$ cat config.mk
export PLATFORM = sky130hd
export DESIGN_NAME = sdh_channel
export DESIGN_NICKNAME = d
export VERILOG_FILES = /design/src/core/sdh_pkg.sv /design/src/core/sdh_channel.sv /design/src/core/sdh_sync.sv
export SDC_FILE = /design/constraint.sdc
export NUM_CORES = 1
export LEC_CHECK = 0
export BUFFER_PORTS_ARGS = -buffer_cell sky130_fd_sc_hd__buf_4
export CORE_AREA = 2 2 73 75
export CTS_BUF_LIST = sky130_fd_sc_hd__clkbuf_8
export DETAILED_ROUTE_END_ITERATION = 7
export DIE_AREA = 0 0 75 77
export RECOVER_POWER = 50
export SLEW_MARGIN = 0
export SYNTH_ARGS = -nofsm -noshare
export SYNTH_HDL_FRONTEND = slang
export SYNTH_SLANG_ARGS = --single-unit
export TNS_END_PERCENT = 20
$ cat constraint.sdc
create_clock -name clk_sys_in -period 2.1 [get_ports clk_sys_in]
set_clock_uncertainty 0.15 [all_clocks]
set_input_delay 0 -clock clk_sys_in [delete_from_list [all_inputs] [get_ports clk_sys_in]]
set_output_delay 0 -clock clk_sys_in [all_outputs]
set_load 0.005 [all_outputs]
$ cat src/core/sdh_pkg.sv
package sdh_pkg;
  localparam int unsigned CLK_PERIOD_NS = 10;
  // clean release time, milliseconds
  localparam int unsigned CLEAN_TIME_MS = 20;
  localparam int unsigned CLEAN_CYCLES = (CLEAN_TIME_MS * 1000000) / CLK_PERIOD_NS;
  // acknowledge pulse must be seen this long, ns (host pulse nominal 5 us)
  localparam int unsigned ACK_MIN_NS = 1000;
  localparam int unsigned ACK_CYCLES = (ACK_MIN_NS + CLK_PERIOD_NS - 1) / CLK_PERIOD_NS;
  // latest termination after acknowledge, microseconds
  localparam int unsigned ACK_LIMIT_US = 20;
  localparam int unsigned ACK_LIMIT_CYCLES = (ACK_LIMIT_US * 1000) / CLK_PERIOD_NS;
  localparam int unsigned CNT_W = 22;
  localparam logic [CNT_W-1:0] CNT_ZERO = 22'h00_0000;
  localparam logic [CNT_W-1:0] CNT_ONE = 22'h00_0001;
  typedef enum logic [1:0] {
    SDH_IDLE = 2'b00,
    SDH_ACTIVE = 2'b01,
    SDH_ACKED = 2'b10,
    SDH_BREAK = 2'b11
  } sdh_state_type;
endpackage : sdh_pkg

$ cat src/core/sdh_channel.sv
`timescale 1ns/1ns
// How it works
// - first sensed closure drives the request line high at once
// - first sensed release returns the request line low at once
// - bounce edges on break never reach the request line; a bounce open on make counts as release
// - after release no new cycle until clean break interval has elapsed
// - without acknowledge the line follows the debounced switch state
// - seen acknowledge latches the line low though switch stays closed
// - after acknowledge, release watching and debouncing continue unchanged
// - a new closure is valid only after 20 ms of clean high input
// - line held low no later than 20 us after acknowledge
// - typical answer to acknowledge is just over one microsecond (ACK_CYCLES plus sync)
// - contact input reads high when open, low when closed
module sdh_channel
  import sdh_pkg::*;
#(
  parameter int unsigned CLEAN_CYC = CLEAN_CYCLES
)
(
  // clock and reset
  input wire logic clk_sys_in,
  input wire logic arst_n_in,
  // switch contact, low while closed
  input wire logic switch_contact_input_in,
  // request_ack_line pin, three signals
  input wire logic request_ack_line_in,
  output logic request_ack_line_out,
  output logic request_ack_line_oe_out,
  // state visibility
  output logic request_pending_out
);
  sdh_state_type state;
  sdh_state_type next_state;
  logic sw_sync;
  logic line_sync;
  logic [CNT_W-1:0] clean_cnt;
  logic [CNT_W-1:0] next_clean_cnt;
  logic [CNT_W-1:0] ack_cnt;
  logic [CNT_W-1:0] next_ack_cnt;
  logic drive_high;
  logic [CNT_W-1:0] resp_cnt;

  // one counter step, shared by the acknowledge, clean and response timers
  function automatic logic [CNT_W-1:0] count_up(input logic [CNT_W-1:0] value);
    return value + CNT_ONE;
  endfunction : count_up

  sdh_sync u_sw_sync (
    .clk_sys_in(clk_sys_in),
    .arst_n_in(arst_n_in),
    .async_in(switch_contact_input_in),
    .sync_out(sw_sync)
  );
  sdh_sync u_line_sync (
    .clk_sys_in(clk_sys_in),
    .arst_n_in(arst_n_in),
    .async_in(request_ack_line_in),
    .sync_out(line_sync)
  );

  wire closed = !sw_sync;
  wire clean_done = (clean_cnt >= CLEAN_CYC[CNT_W-1:0]);
  // short glitches on the line are filtered; pulse must last ACK_CYCLES
  wire ack_seen = (ack_cnt >= ACK_CYCLES[CNT_W-1:0]);
  wire line_low = (state == SDH_ACTIVE) && !line_sync;

  always_comb begin
    next_state = state;
    next_clean_cnt = CNT_ZERO;
    next_ack_cnt = CNT_ZERO;
    case (state)
      SDH_IDLE: begin
        if (closed) begin
          next_state = SDH_ACTIVE;
        end
      end
      SDH_ACTIVE: begin
        if (!closed) begin
          next_state = SDH_BREAK;
        end else if (ack_seen) begin
          next_state = SDH_ACKED;
        end else if (line_low) begin
          next_ack_cnt = count_up(ack_cnt);
        end
      end
      SDH_ACKED: begin
        if (!closed) begin
          next_state = SDH_BREAK;
        end
      end
      SDH_BREAK: begin
        // any bounce back to closed restarts the clean window
        if (closed) begin
          next_clean_cnt = CNT_ZERO;
        end else if (clean_done) begin
          next_state = SDH_IDLE;
        end else begin
          next_clean_cnt = count_up(clean_cnt);
        end
      end
      default: begin
        next_state = SDH_IDLE;
      end
    endcase
  end

  always_ff @(posedge clk_sys_in or negedge arst_n_in) begin
    if (!arst_n_in) begin
      state <= SDH_IDLE;
      clean_cnt <= CNT_ZERO;
      ack_cnt <= CNT_ZERO;
    end else begin
      state <= next_state;
      clean_cnt <= next_clean_cnt;
      ack_cnt <= next_ack_cnt;
    end
  end

  // line is driven at all times; high only while a request stands
  // host pulls low by overdriving, so the pad must be a weak or limited driver
  assign drive_high = (next_state == SDH_ACTIVE);
  assign request_ack_line_oe_out = 1'b1;
  always_ff @(posedge clk_sys_in or negedge arst_n_in) begin
    if (!arst_n_in) begin
      request_ack_line_out <= 1'b0;
      request_pending_out <= 1'b0;
    end else begin
      request_ack_line_out <= drive_high;
      request_pending_out <= drive_high;
    end
  end

  a_make_raises: assert property (@(posedge clk_sys_in) disable iff (!arst_n_in)
    (state == SDH_IDLE && closed) |=> request_ack_line_out)
    else $error("closure did not raise line");
  a_break_drops: assert property (@(posedge clk_sys_in) disable iff (!arst_n_in)
    (state == SDH_ACTIVE && !closed) |=> !request_ack_line_out)
    else $error("release did not drop line");
  a_break_locks: assert property (@(posedge clk_sys_in) disable iff (!arst_n_in)
    (state == SDH_BREAK && !clean_done) |=> !request_ack_line_out)
    else $error("new cycle before clean interval");
  a_clean_needed: assert property (@(posedge clk_sys_in) disable iff (!arst_n_in)
    (state == SDH_BREAK && closed) |=> (clean_cnt == CNT_ZERO))
    else $error("bounce did not restart clean count");
  a_idle_low: assert property (@(posedge clk_sys_in) disable iff (!arst_n_in)
    $rose(request_ack_line_out) |-> $past(state) == SDH_IDLE)
    else $error("line rose outside idle");
  a_ack_latch: assert property (@(posedge clk_sys_in) disable iff (!arst_n_in)
    (state == SDH_ACTIVE && closed && ack_seen) |=>
      (state == SDH_ACKED) ##0 !request_ack_line_out)
    else $error("acknowledge did not latch low");
  a_ack_limit: assert property (@(posedge clk_sys_in) disable iff (!arst_n_in)
    (state == SDH_ACTIVE && closed && !line_sync) [*3] |-> ##[0:150]
      !request_ack_line_out)
    else $error("acknowledge not answered in time");
  a_acked_watch: assert property (@(posedge clk_sys_in) disable iff (!arst_n_in)
    (state == SDH_ACKED && !closed) |=> (state == SDH_BREAK))
    else $error("release lost after acknowledge");
  a_follow_sw: assert property (@(posedge clk_sys_in) disable iff (!arst_n_in)
    request_ack_line_out |-> $past(closed))
    else $error("line high with switch open");

  // cycles the raised line has been seen pulled low; bounds the answer time
  always_ff @(posedge clk_sys_in or negedge arst_n_in) begin
    if (!arst_n_in) begin
      resp_cnt <= CNT_ZERO;
    end else if (line_low && request_ack_line_out) begin
      resp_cnt <= count_up(resp_cnt);
    end else begin
      resp_cnt <= CNT_ZERO;
    end
  end

  // counters, latch and mirror checks
  a_ack_in_time: assert property (@(posedge clk_sys_in) disable iff (!arst_n_in)
    resp_cnt <=
      ACK_LIMIT_CYCLES[CNT_W-1:0])
    else $error("line still high too long after acknowledge");
  a_ack_filter: assert property (@(posedge clk_sys_in) disable iff (!arst_n_in)
    (state == SDH_ACTIVE && line_sync) |=>
      (ack_cnt == CNT_ZERO))
    else $error("high line did not clear acknowledge count");
  a_no_short_ack: assert property (@(posedge clk_sys_in) disable iff (!arst_n_in)
    (state == SDH_ACTIVE && closed && !ack_seen) |=>
      (state != SDH_ACKED))
    else $error("acknowledge taken before pulse was long enough");
  a_acked_low: assert property (@(posedge clk_sys_in) disable iff (!arst_n_in)
    (state == SDH_ACKED) |->
      !request_ack_line_out)
    else $error("line not latched low after acknowledge");
  a_acked_holds: assert property (@(posedge clk_sys_in) disable iff (!arst_n_in)
    (state == SDH_ACKED && closed) |=>
      (state == SDH_ACKED))
    else $error("acknowledged cycle left while switch closed");
  a_pending_same: assert property (@(posedge clk_sys_in) disable iff (!arst_n_in)
    request_pending_out ==
      request_ack_line_out)
    else $error("pending flag differs from line");
  a_line_active: assert property (@(posedge clk_sys_in) disable iff (!arst_n_in)
    (state == SDH_ACTIVE) |->
      request_ack_line_out)
    else $error("line low during a standing request");
  a_idle_out_low: assert property (@(posedge clk_sys_in) disable iff (!arst_n_in)
    (state == SDH_IDLE) |->
      !request_ack_line_out)
    else $error("line high while idle");
  a_clean_step: assert property (@(posedge clk_sys_in) disable iff (!arst_n_in)
    (state == SDH_BREAK && !closed && !clean_done) |=>
      (clean_cnt == $past(clean_cnt) + CNT_ONE))
    else $error("clean count did not advance");
  a_clean_exit: assert property (@(posedge clk_sys_in) disable iff (!arst_n_in)
    (state == SDH_BREAK && !closed && clean_done) |=>
      (state == SDH_IDLE))
    else $error("clean interval did not rearm");
  a_rise_needs_close: assert property (@(posedge clk_sys_in) disable iff (!arst_n_in)
    $rose(request_ack_line_out) |->
      $past(!sw_sync))
    else $error("line rose without low contact input");
endmodule : sdh_channel

$ cat src/core/sdh_sync.sv
`timescale 1ns/1ns
module sdh_sync
  import sdh_pkg::*;
(
  // clock and reset
  input wire logic clk_sys_in,
  input wire logic arst_n_in,
  // pin level in, synchronised level out
  input wire logic async_in,
  output logic sync_out
);
  logic stage1;
  // reset high: the contact input idles high through its pull-up
  always_ff @(posedge clk_sys_in or negedge arst_n_in) begin
    if (!arst_n_in) begin
      stage1 <= 1'b1;
      sync_out <= 1'b1;
    end else begin
      stage1 <= async_in;
      sync_out <= stage1;
    end
  end
endmodule : sdh_sync

---- Yosys cells after proc, flatten, opt, wreduce, memory -nomap -nowiden ----
Index checks and enable logic that the tools add are counted.
Widths: inputs -> output; s select.
word-level totals
  register bits ........................... 51
  input bits .............................. 4
  output and inout bits ................... 3
  logic and storage cells ................. 33
cells by class
  add/subtract/negate cells ............... 2
  order comparisons ....................... 2
  equal/unequal tests ..................... 4
  multiplexer cells ....................... 14
  reduce and logical (&&, ||, !) cells .... 3
operator list
  cell                   number
  $mux 22                7
  $add 22x1->22 const B  2
  $ge 22x21->1 const B   1
  $ge 22x7->1 const B    1
  $mux 2                 6
  $pmux 2 s4             1
  $eq 2x1->1 const B     2
  $eq 2x2->1 const B     2
  $logic_not 2->1        1
  $logic_and 1x1->1      1
  $logic_not 1->1        1

---- Longest topological paths before layout ----
Gate-level depths: netlist (run 1).
  depth after elaboration ................. 6
  depth in mapped cells ................... 5
  gate-level depth less buffers ........... 5

---- Cells and area by module ----
From an unflattened synthesis (run 1), not the netlist that was laid out.
second synthesis, totals
  cells, all modules ...................... 191
  area, all modules ....................... 2,244.7 µm²
modules (own cells, without submodules)
  module       times used  cells each  area each (µm²)  seq. area each (µm²)
  sdh_channel  1           187         2,139.6          1,176.1
  sdh_sync     2           2           52.6             52.6

---- Least setup slack after synthesis (run 1) ----
Ideal clock, no wire load.
  path type ............................... register -> register
  start point ............................. register clean_cnt[0]
  end point ............................... register clean_cnt[18]
  data arrival time ....................... 1,854 ps
  data required time ...................... 1,872 ps
  path slack .............................. 18 ps
  stages on the path, launching flop included .. 6
  buffers on the path ..................... 0
  cell sequence ........................... dfrtp_1 -> ha_1 -> nand3_1 -> or4_4 -> or4_1 -> a21oi_1
on the way
  cells in the longest elaborated chain, start to end .. 4
  elaborated cells between the ends (all ways) .. 5
  classes of those cells .................. add/sub (1); order compare (1); mux (3)
RTL lines
  what                                           line                                  RTL
  start: declaration                             sdh_channel.sv:36                     logic [CNT_W-1:0] clean_cnt;
  start signal: assignment                       sdh_channel.sv:114                    clean_cnt <= next_clean_cnt;
  $add 22x1->22 or $ge 22x21->1 (tied branches)  sdh_channel.sv:45, sdh_channel.sv:62
  $mux 22 (*)                                    sdh_channel.sv:95                     end else if (clean_done) begin
  $mux 22 (*)                                    sdh_channel.sv:93                     if (closed) begin
  $mux 22 (*)                                    sdh_channel.sv:71                     case (state)
  net next_clean_cnt[18]                         sdh_channel.sv:37                     logic [CNT_W-1:0] next_clean_cnt;
The timed path passes the listed nets; every way through them passes the cells marked *.

---- Final worst setup path (run 1) ----
  start point ............................. register clean_cnt[9]
  end point ............................... register clean_cnt[18]
The elaborated chain is that of the path after synthesis.

==> out/metrics.yaml, run 1 <==
sta:
  finalSetupTns_ps: 0
  slew_headroom: 0.1940
  tightest_slew_ps: 1209
  slew_violations: 0
  rsz0062_at_grt: "no"
  finalHoldViolCount: 0
  final-setup-viol-count: 0
  min_period_over_period: 0.9527
  period_minus_slack_ps: 2001
  clock.fmax_mhz: 499.8
  timing.hold.ws_ps: 188.4
worst_setup_path:
  crit_type: "reg -> reg"
  crit_end: "clean_cnt[18]$_DFF_PN0_"
  reg2reg_depth: 4
  cp_max_fo: 7
  r2r_start: "clean_cnt[9]$_DFF_PN0_"
  critPathRequiredTime_ps: 2200
  worstReg2RegEnd: "clean_cnt[18]$_DFF_PN0_"
  cp-start-kind: "flip-flop"
  arrival_ps: 2100
  critPathCaptureType: "flip-flop"
  reg2reg_slack_ps: 100
  cp-startpoint: "clean_cnt[9]$_DFF_PN0_"
routing:
  ant_nets: 0
  detail_route.wl_per_cell_microns: 11.49
  vias: 1403
  first_pass_iters: 4
  routed_via_density: 4.740
  drc: 0
  drt_wl_total_microns: 3402
  drtIter0Drc: 104
layout:
  nFillCells: 457
  mostFrequentLayoutCell: "dfrtp_1"
  mostFrequentLayoutCells: "dfrtp_1, nor2_1, conb_1"
  diodes: 0
  final_cell_count_no_fill: 296
  num-nets-final: 233
  syn_to_final_growth_pct: 19.74
  final_layout_size_suffix_gt1_frac: 0.1903
  fin_util: 0.5078
grt:
  grt_max_degree: 52
  grt_overflow: 0
  antenna_found_initial: 0
  grt_pass1_wl_microns: 6051
  track_usage: 0.1384
  first_global_vias: 1330
die:
  die_h_microns: 77
  die_area_sq_um: 5775
  rows: 26
  io_pins: 7
  core_area_sq_um: 4977
  dieWidth_microns: 75
  initial_utilization: 0.4241
pwr:
  power_density_nw_per_um2: 724.1
  power.total_mw: 1.830
  peakVddDrop_mv: 0.3952
  p_leak_nw: 1.032
yosys:
  synth_seq_cells: 51
  synth_edf_count: 0
  synthArstFlopShare: 1.000
  synth.avg_cell_area_sq_um: 11.11
  synth_top_area_cell: "dfrtp_1"
  ys_warn_count: 0
  yosysSeqAreaShare: 0.6070
  synth_top_area_frac: 0.5572
  ys.flop_type: "dfrtp_1"
  synth_area_sq_um: 2111
  syn_inst: 190
  ys_types: 33
  synth_area_leaders: "dfrtp_1, xnor2_1, dfstp_2, nor2_1, ha_1"
clocking:
  cts_tree: "done"
  clkTransAtPathRegs_ps: 100
  root_buffer: "clkbuf_8"
  clock_latency_ps: 310
  clock-sinks: 51
  clockBufferDepth: 2
  h-tree-depth: 2
  numCtsBuffers: 5
hold_path:
  hold_depth: 2
  min_path_type: "in -> reg"
placement:
  globalplace.congestion: 0.7527
  placed_cells: 283
  hpwlAfterDp_microns: 2227
  numPortBuffers: 5
outcome:
  outcome: "completed"
job:
  maxCapViolations: 0
cell usage after synthesis, types with 3 or more instances:
master	instances
dfstp_2	4
a21oi_1	8
nor4_1	5
clkbuf_1	3
nand2_1	8
o21ai_0	5
xnor2_1	13
ha_1	4
or4_1	3
nand3_1	10
nor3_1	5
dfrtp_1	47
o31ai_1	3
or3_1	7
nor2_1	24
and3_1	3
xor2_1	4
inv_1	13
cells by family (layout without fill, tap and decap cells):
logic type / after synthesis / in the layout / share of synthesized area
simple gates: 75 / 75 / 0.1903
flops: 51 / 51 / 0.6070
compound gates: 22 / 22 / 0.06698
buf+inv: 19 / 40 / 0.03793
xor+xnor: 17 / 17 / 0.07054
fa+ha+maj: 4 / 4 / 0.02371
other cells: 2 / 17 / 0.003558
registers in the layout (all words and copies together) (netlist names):
register              flops
u_line_sync.sync_out      1
ack_cnt                  22
state                     2
u_sw_sync.stage1          1
u_sw_sync.sync_out        1
request_pending_out       1
u_line_sync.stage1        1
clean_cnt                22
area by class of cell:
cell class,instances,area (sq um),area share
clock buffers,5,68.82,0.02723
clock inverters,3,31.28,0.01238
inverters,13,48.80,0.01931
multi-input cells,135,852.1,0.3371
flip-flops and latches,51,1287,0.5094
well taps,70,87.58,0.03465
repair buffers,19,151.4,0.05990
report_power, final:
part | total (mW) | internal, mW | switching (mW)
clock | 0.625 | 0.256 | 0.369
sequential | 1.06 | 1.03 | 0.0366
combinational | 0.141 | 0.0603 | 0.0805
through the flow:
step	instance area [sq um]	setup WS [ps]
floorplan	2167	17.57
global placement	2328	37.98
detailed placement	2328	14.45
CTS	2462	30.65
global route	2527	7.115
finish	2527	99.37
timing repair:
action                                 in CTS  in global routing
hold buffers                                3                  0
cloned                                      0                  0
gates resized for setup                     1                 13
endpoints found under the hold margin      53                  0
pin swaps                                   0                  3
setup endpoints to repair                   1                  4
buffers inserted                            0                  2
worst max-delay path: stages (launching register included):
cell,delay (ps)
dfrtp_1,450
nand4_4,140
or4_4,550
or4_4,500
a21oi_2,140
routing by layer:
layer  wire length (microns)  share of wire  GRT usage
met5                       0              0          0
met4                      68          0.020    0.06964
met3                      93          0.027    0.03154
met2                    1641           0.48     0.2026
met1                    1598           0.47     0.1908
worst min path at each step:
stage                                  startpoint                      endpoint  slack, ps
after floorplan                         arst_n_in          ack_cnt[0]$_DFF_PN0_       -450
after global placement                  arst_n_in         ack_cnt[13]$_DFF_PN0_        -80
after detailed placement                arst_n_in         ack_cnt[15]$_DFF_PN0_        -80
after CTS                               arst_n_in         ack_cnt[15]$_DFF_PN0_        110
after global routing          request_ack_line_in  u_line_sync.stage1$_DFF_PN1_        180
final                     switch_contact_input_in    u_sw_sync.stage1$_DFF_PN1_        190
Note: power is estimated with default switching activity, not from simulation.
==> run 2, diff against run 1 <==
- ABC_AREA: unset -> 1
- CORE_AREA: 2 2 73 75 -> 2 2 78 80
- DIE_AREA: 0 0 75 77 -> 0 0 80 82
==> out/metrics.yaml, run 2 <==
outcome:
  outcome: "completed"
worst_setup_path:
  cp_max_fo: 7  # unchanged
  crit_type: "reg -> reg"
  critPathCaptureType: "flip-flop"
  arrival_ps: 1850  # -250 ps
  cp-start-kind: "flip-flop"
  critPathRequiredTime_ps: 2200  # about the same
pwr:
  p_leak_nw: 1.122  # +8.8%
  power_density_nw_per_um2: 677.4  # -6.4%
  peakVddDrop_mv: 0.3414  # -14%
sta:
  timing.final.ws_setup_ps: 354.2  # +254.9 ps
  min_period_over_period: 0.8313  # -0.1214
  slew_headroom: 0.1882  # -0.005736
  finalHoldViolCount: 0  # unchanged
  tightest_slew_ps: 1218  # +8.604 ps
  clock.fmax_mhz: 572.8  # +15%
  period_minus_slack_ps: 1746  # -254.9 ps
  finalSetupTns_ps: 0  # unchanged
  final-setup-viol-count: 0  # unchanged
  slew_violations: 0  # unchanged
  rsz0062_at_grt: "no"
clocking:
  postCtsHoldBufs: 3  # unchanged
  clock-sinks: 51  # unchanged
  postCtsSetupBuffers: 0  # unchanged
  cts_tree: "done"
  clockBufferDepth: 2  # unchanged
  clock_latency_ps: 310  # about the same
  cts_resized: 0  # -1
  numCtsBuffers: 5  # unchanged
  root_buffer: "clkbuf_8"
  clkTransAtPathRegs_ps: 100  # about the same
  h-tree-depth: 2  # unchanged
die:
  initial_utilization: 0.4244  # about the same
  rows: 28  # +7.7%
  io_pins: 7  # unchanged
  dieWidth_microns: 80  # +6.7%
  die_area_sq_um: 6560  # +14%
  die_h_microns: 82  # +6.5%
  core_area_sq_um: 5746  # +15%
yosys:
  synth_area_sq_um: 2439  # +16%
  synth_edf_count: 0  # unchanged
  synth_top_area_cell: "dfrtp_1"
  yosysMostFrequentCell: "nand2_1"
  ys.flop_type: "dfrtp_1"
  synthArstFlopShare: 1.000  # unchanged
  synth_seq_cells: 51  # unchanged
  synthTopCellsByCount: "nand2_1, dfrtp_1, nor2_1"
  yosysSeqAreaShare: 0.5254  # -0.08160
  synth_area_leaders: "dfrtp_1, nand2_1, nor2_1, nor2_4, dfstp_2"
  ys_types: 31  # -6.1%
  synth.avg_cell_area_sq_um: 9.133  # -18%
  synth_top_area_frac: 0.4823  # -0.07490
  syn_inst: 267  # +41%
  ys_warn_count: 0  # unchanged
grt:
  grt_max_degree: 52  # unchanged
  antenna_found_initial: 0  # unchanged
  first_global_vias: 1617  # +22%
  grt_pass1_wl_microns: 7238  # +20%
  track_usage: 0.1449  # +0.006475
  grt_overflow: 0  # unchanged
placement:
  numPortBuffers: 5  # unchanged
  globalplace.congestion: 0.8043  # +6.9%
  hpwlAfterDp_microns: 2851  # +28%
  dp_slack_ps: 362.6  # +348.1 ps
layout:
  final_layout_size_suffix_gt1_frac: 0.1627  # -0.02755
  diodes: 0  # unchanged
  fin_util: 0.4723  # -0.03545
  largestRegisters: "ack_cnt: 22 flops, clean_cnt: 22 flops, state: 2 flops"
  mostFrequentLayoutCells: "nand2_1, dfrtp_1, nor2_1"
  mostFrequentLayoutCell: "nand2_1"
  num-nets-final: 302  # +30%
  syn_to_final_growth_pct: 11.29
hold_path:
  min_path_type: "in -> reg"
routing:
  drt_wl_total_microns: 4013  # +18%
  detail_route.wl_per_cell_microns: 10.85  # -5.6%
  drtIter0Drc: 95  # -8.7%
  routed_via_density: 4.419  # -6.8%
  drc: 0  # unchanged
  vias: 1635  # +17%
  ant_nets: 0  # unchanged
  first_pass_iters: 4  # unchanged
job:
  maxCapViolations: 0  # unchanged
[run 2: cell count changes after synthesis, moves of 4 or more]
cell     previous run  this run
nand2_1             8        65
nor2_2              0         4
nor2_1             24        46
nor2_4              0        15
or3_1               7         0
xor2_1              4         9
nor4_1              5         0
xnor2_1            13         4
inv_1              13        24
a21oi_1             8         3
[run 2: stage by stage]
step                cell area [sq um]  instances  hold WS, ps  total power, mW
finish                           2714        370        191.6            1.838
global placement                 2591        359       -85.91            1.260
floorplan                        2495        282       -445.6            1.220
global route                     2714        370        186.9            1.950
detailed placement               2591        359       -78.62            1.263
CTS                              2716        370        122.1            1.872
[run 2: layout make-up]
| type | instances | area, sq um |
|---|---|---|
| clock inverter | 3 | 26.28 |
| sequential | 51 | 1281 |
| tap | 75 | 93.84 |
| clock buffer | 5 | 68.82 |
| inverter | 26 | 100.1 |
| multi-input combinational | 202 | 1079 |
| fill | 564 | 3032 |
| timing repair buffer | 8 | 65.06 |
[run 2: kinds of logic (layout without fill, tap and decap cells)]
group           Yosys count  in the layout  share of synthesized area
compound gates           13             13                    0.03027
simple gates            155            155                     0.3186
xor+xnor                 13             13                    0.04669
flops                    51             51                     0.5254
fa+ha+maj                 4              4                    0.02052
other cells               2             17                   0.003080
buf+inv                  29             42                    0.05541
[run 2: critical path, stage by stage (launching register included)]
cell and delay (ps):
dfrtp_1 470, ha_1 340, nand2_2 100, nor2_4 140, nand3_2 120, nor2_4 130, nand2_1 60, nand2_1 60
nand2_1 50, nor2_2 70
[run 2: routing by layer]
metal | track usage | vias to the layer above | wire length (microns)
met1 | 0.1908 | 756 | 1969
li1 | - | 855 | -
met2 | 0.2333 | 19 | 1866
met3 | 0.03626 | 5 | 104
met5 | 0 | - | 0
met4 | 0.05085 | 0 | 72
[run 2: power by group]
| part | leakage (nW) | total [mW] | switching (mW) | internal (mW) |
|---|---|---|---|---|
| clock network | 0.0491 | 0.595 | 0.350 | 0.246 |
| logic | 0.419 | 0.186 | 0.132 | 0.0534 |
| registers | 0.654 | 1.06 | 0.0293 | 1.03 |
[run 2: worst paths after layout]
check	from	cells past startpoint	endpoint	slack, ps
hold / removal	switch_contact_input_in	2	u_sw_sync.stage1$_DFF_PN1_	190
setup / recovery	clean_cnt[0]$_DFF_PN0_	9	clean_cnt[14]$_DFF_PN0_	350
setup reg to reg	clean_cnt[0]$_DFF_PN0_	9	clean_cnt[14]$_DFF_PN0_	350
max in group asynchronous	arst_n_in	2	clean_cnt[8]$_DFF_PN0_	750
hold reg to reg	u_line_sync.stage1$_DFF_PN1_	0	u_line_sync.sync_out$_DFF_PN1_	210
min in group asynchronous	arst_n_in	2	clean_cnt[10]$_DFF_PN0_	320
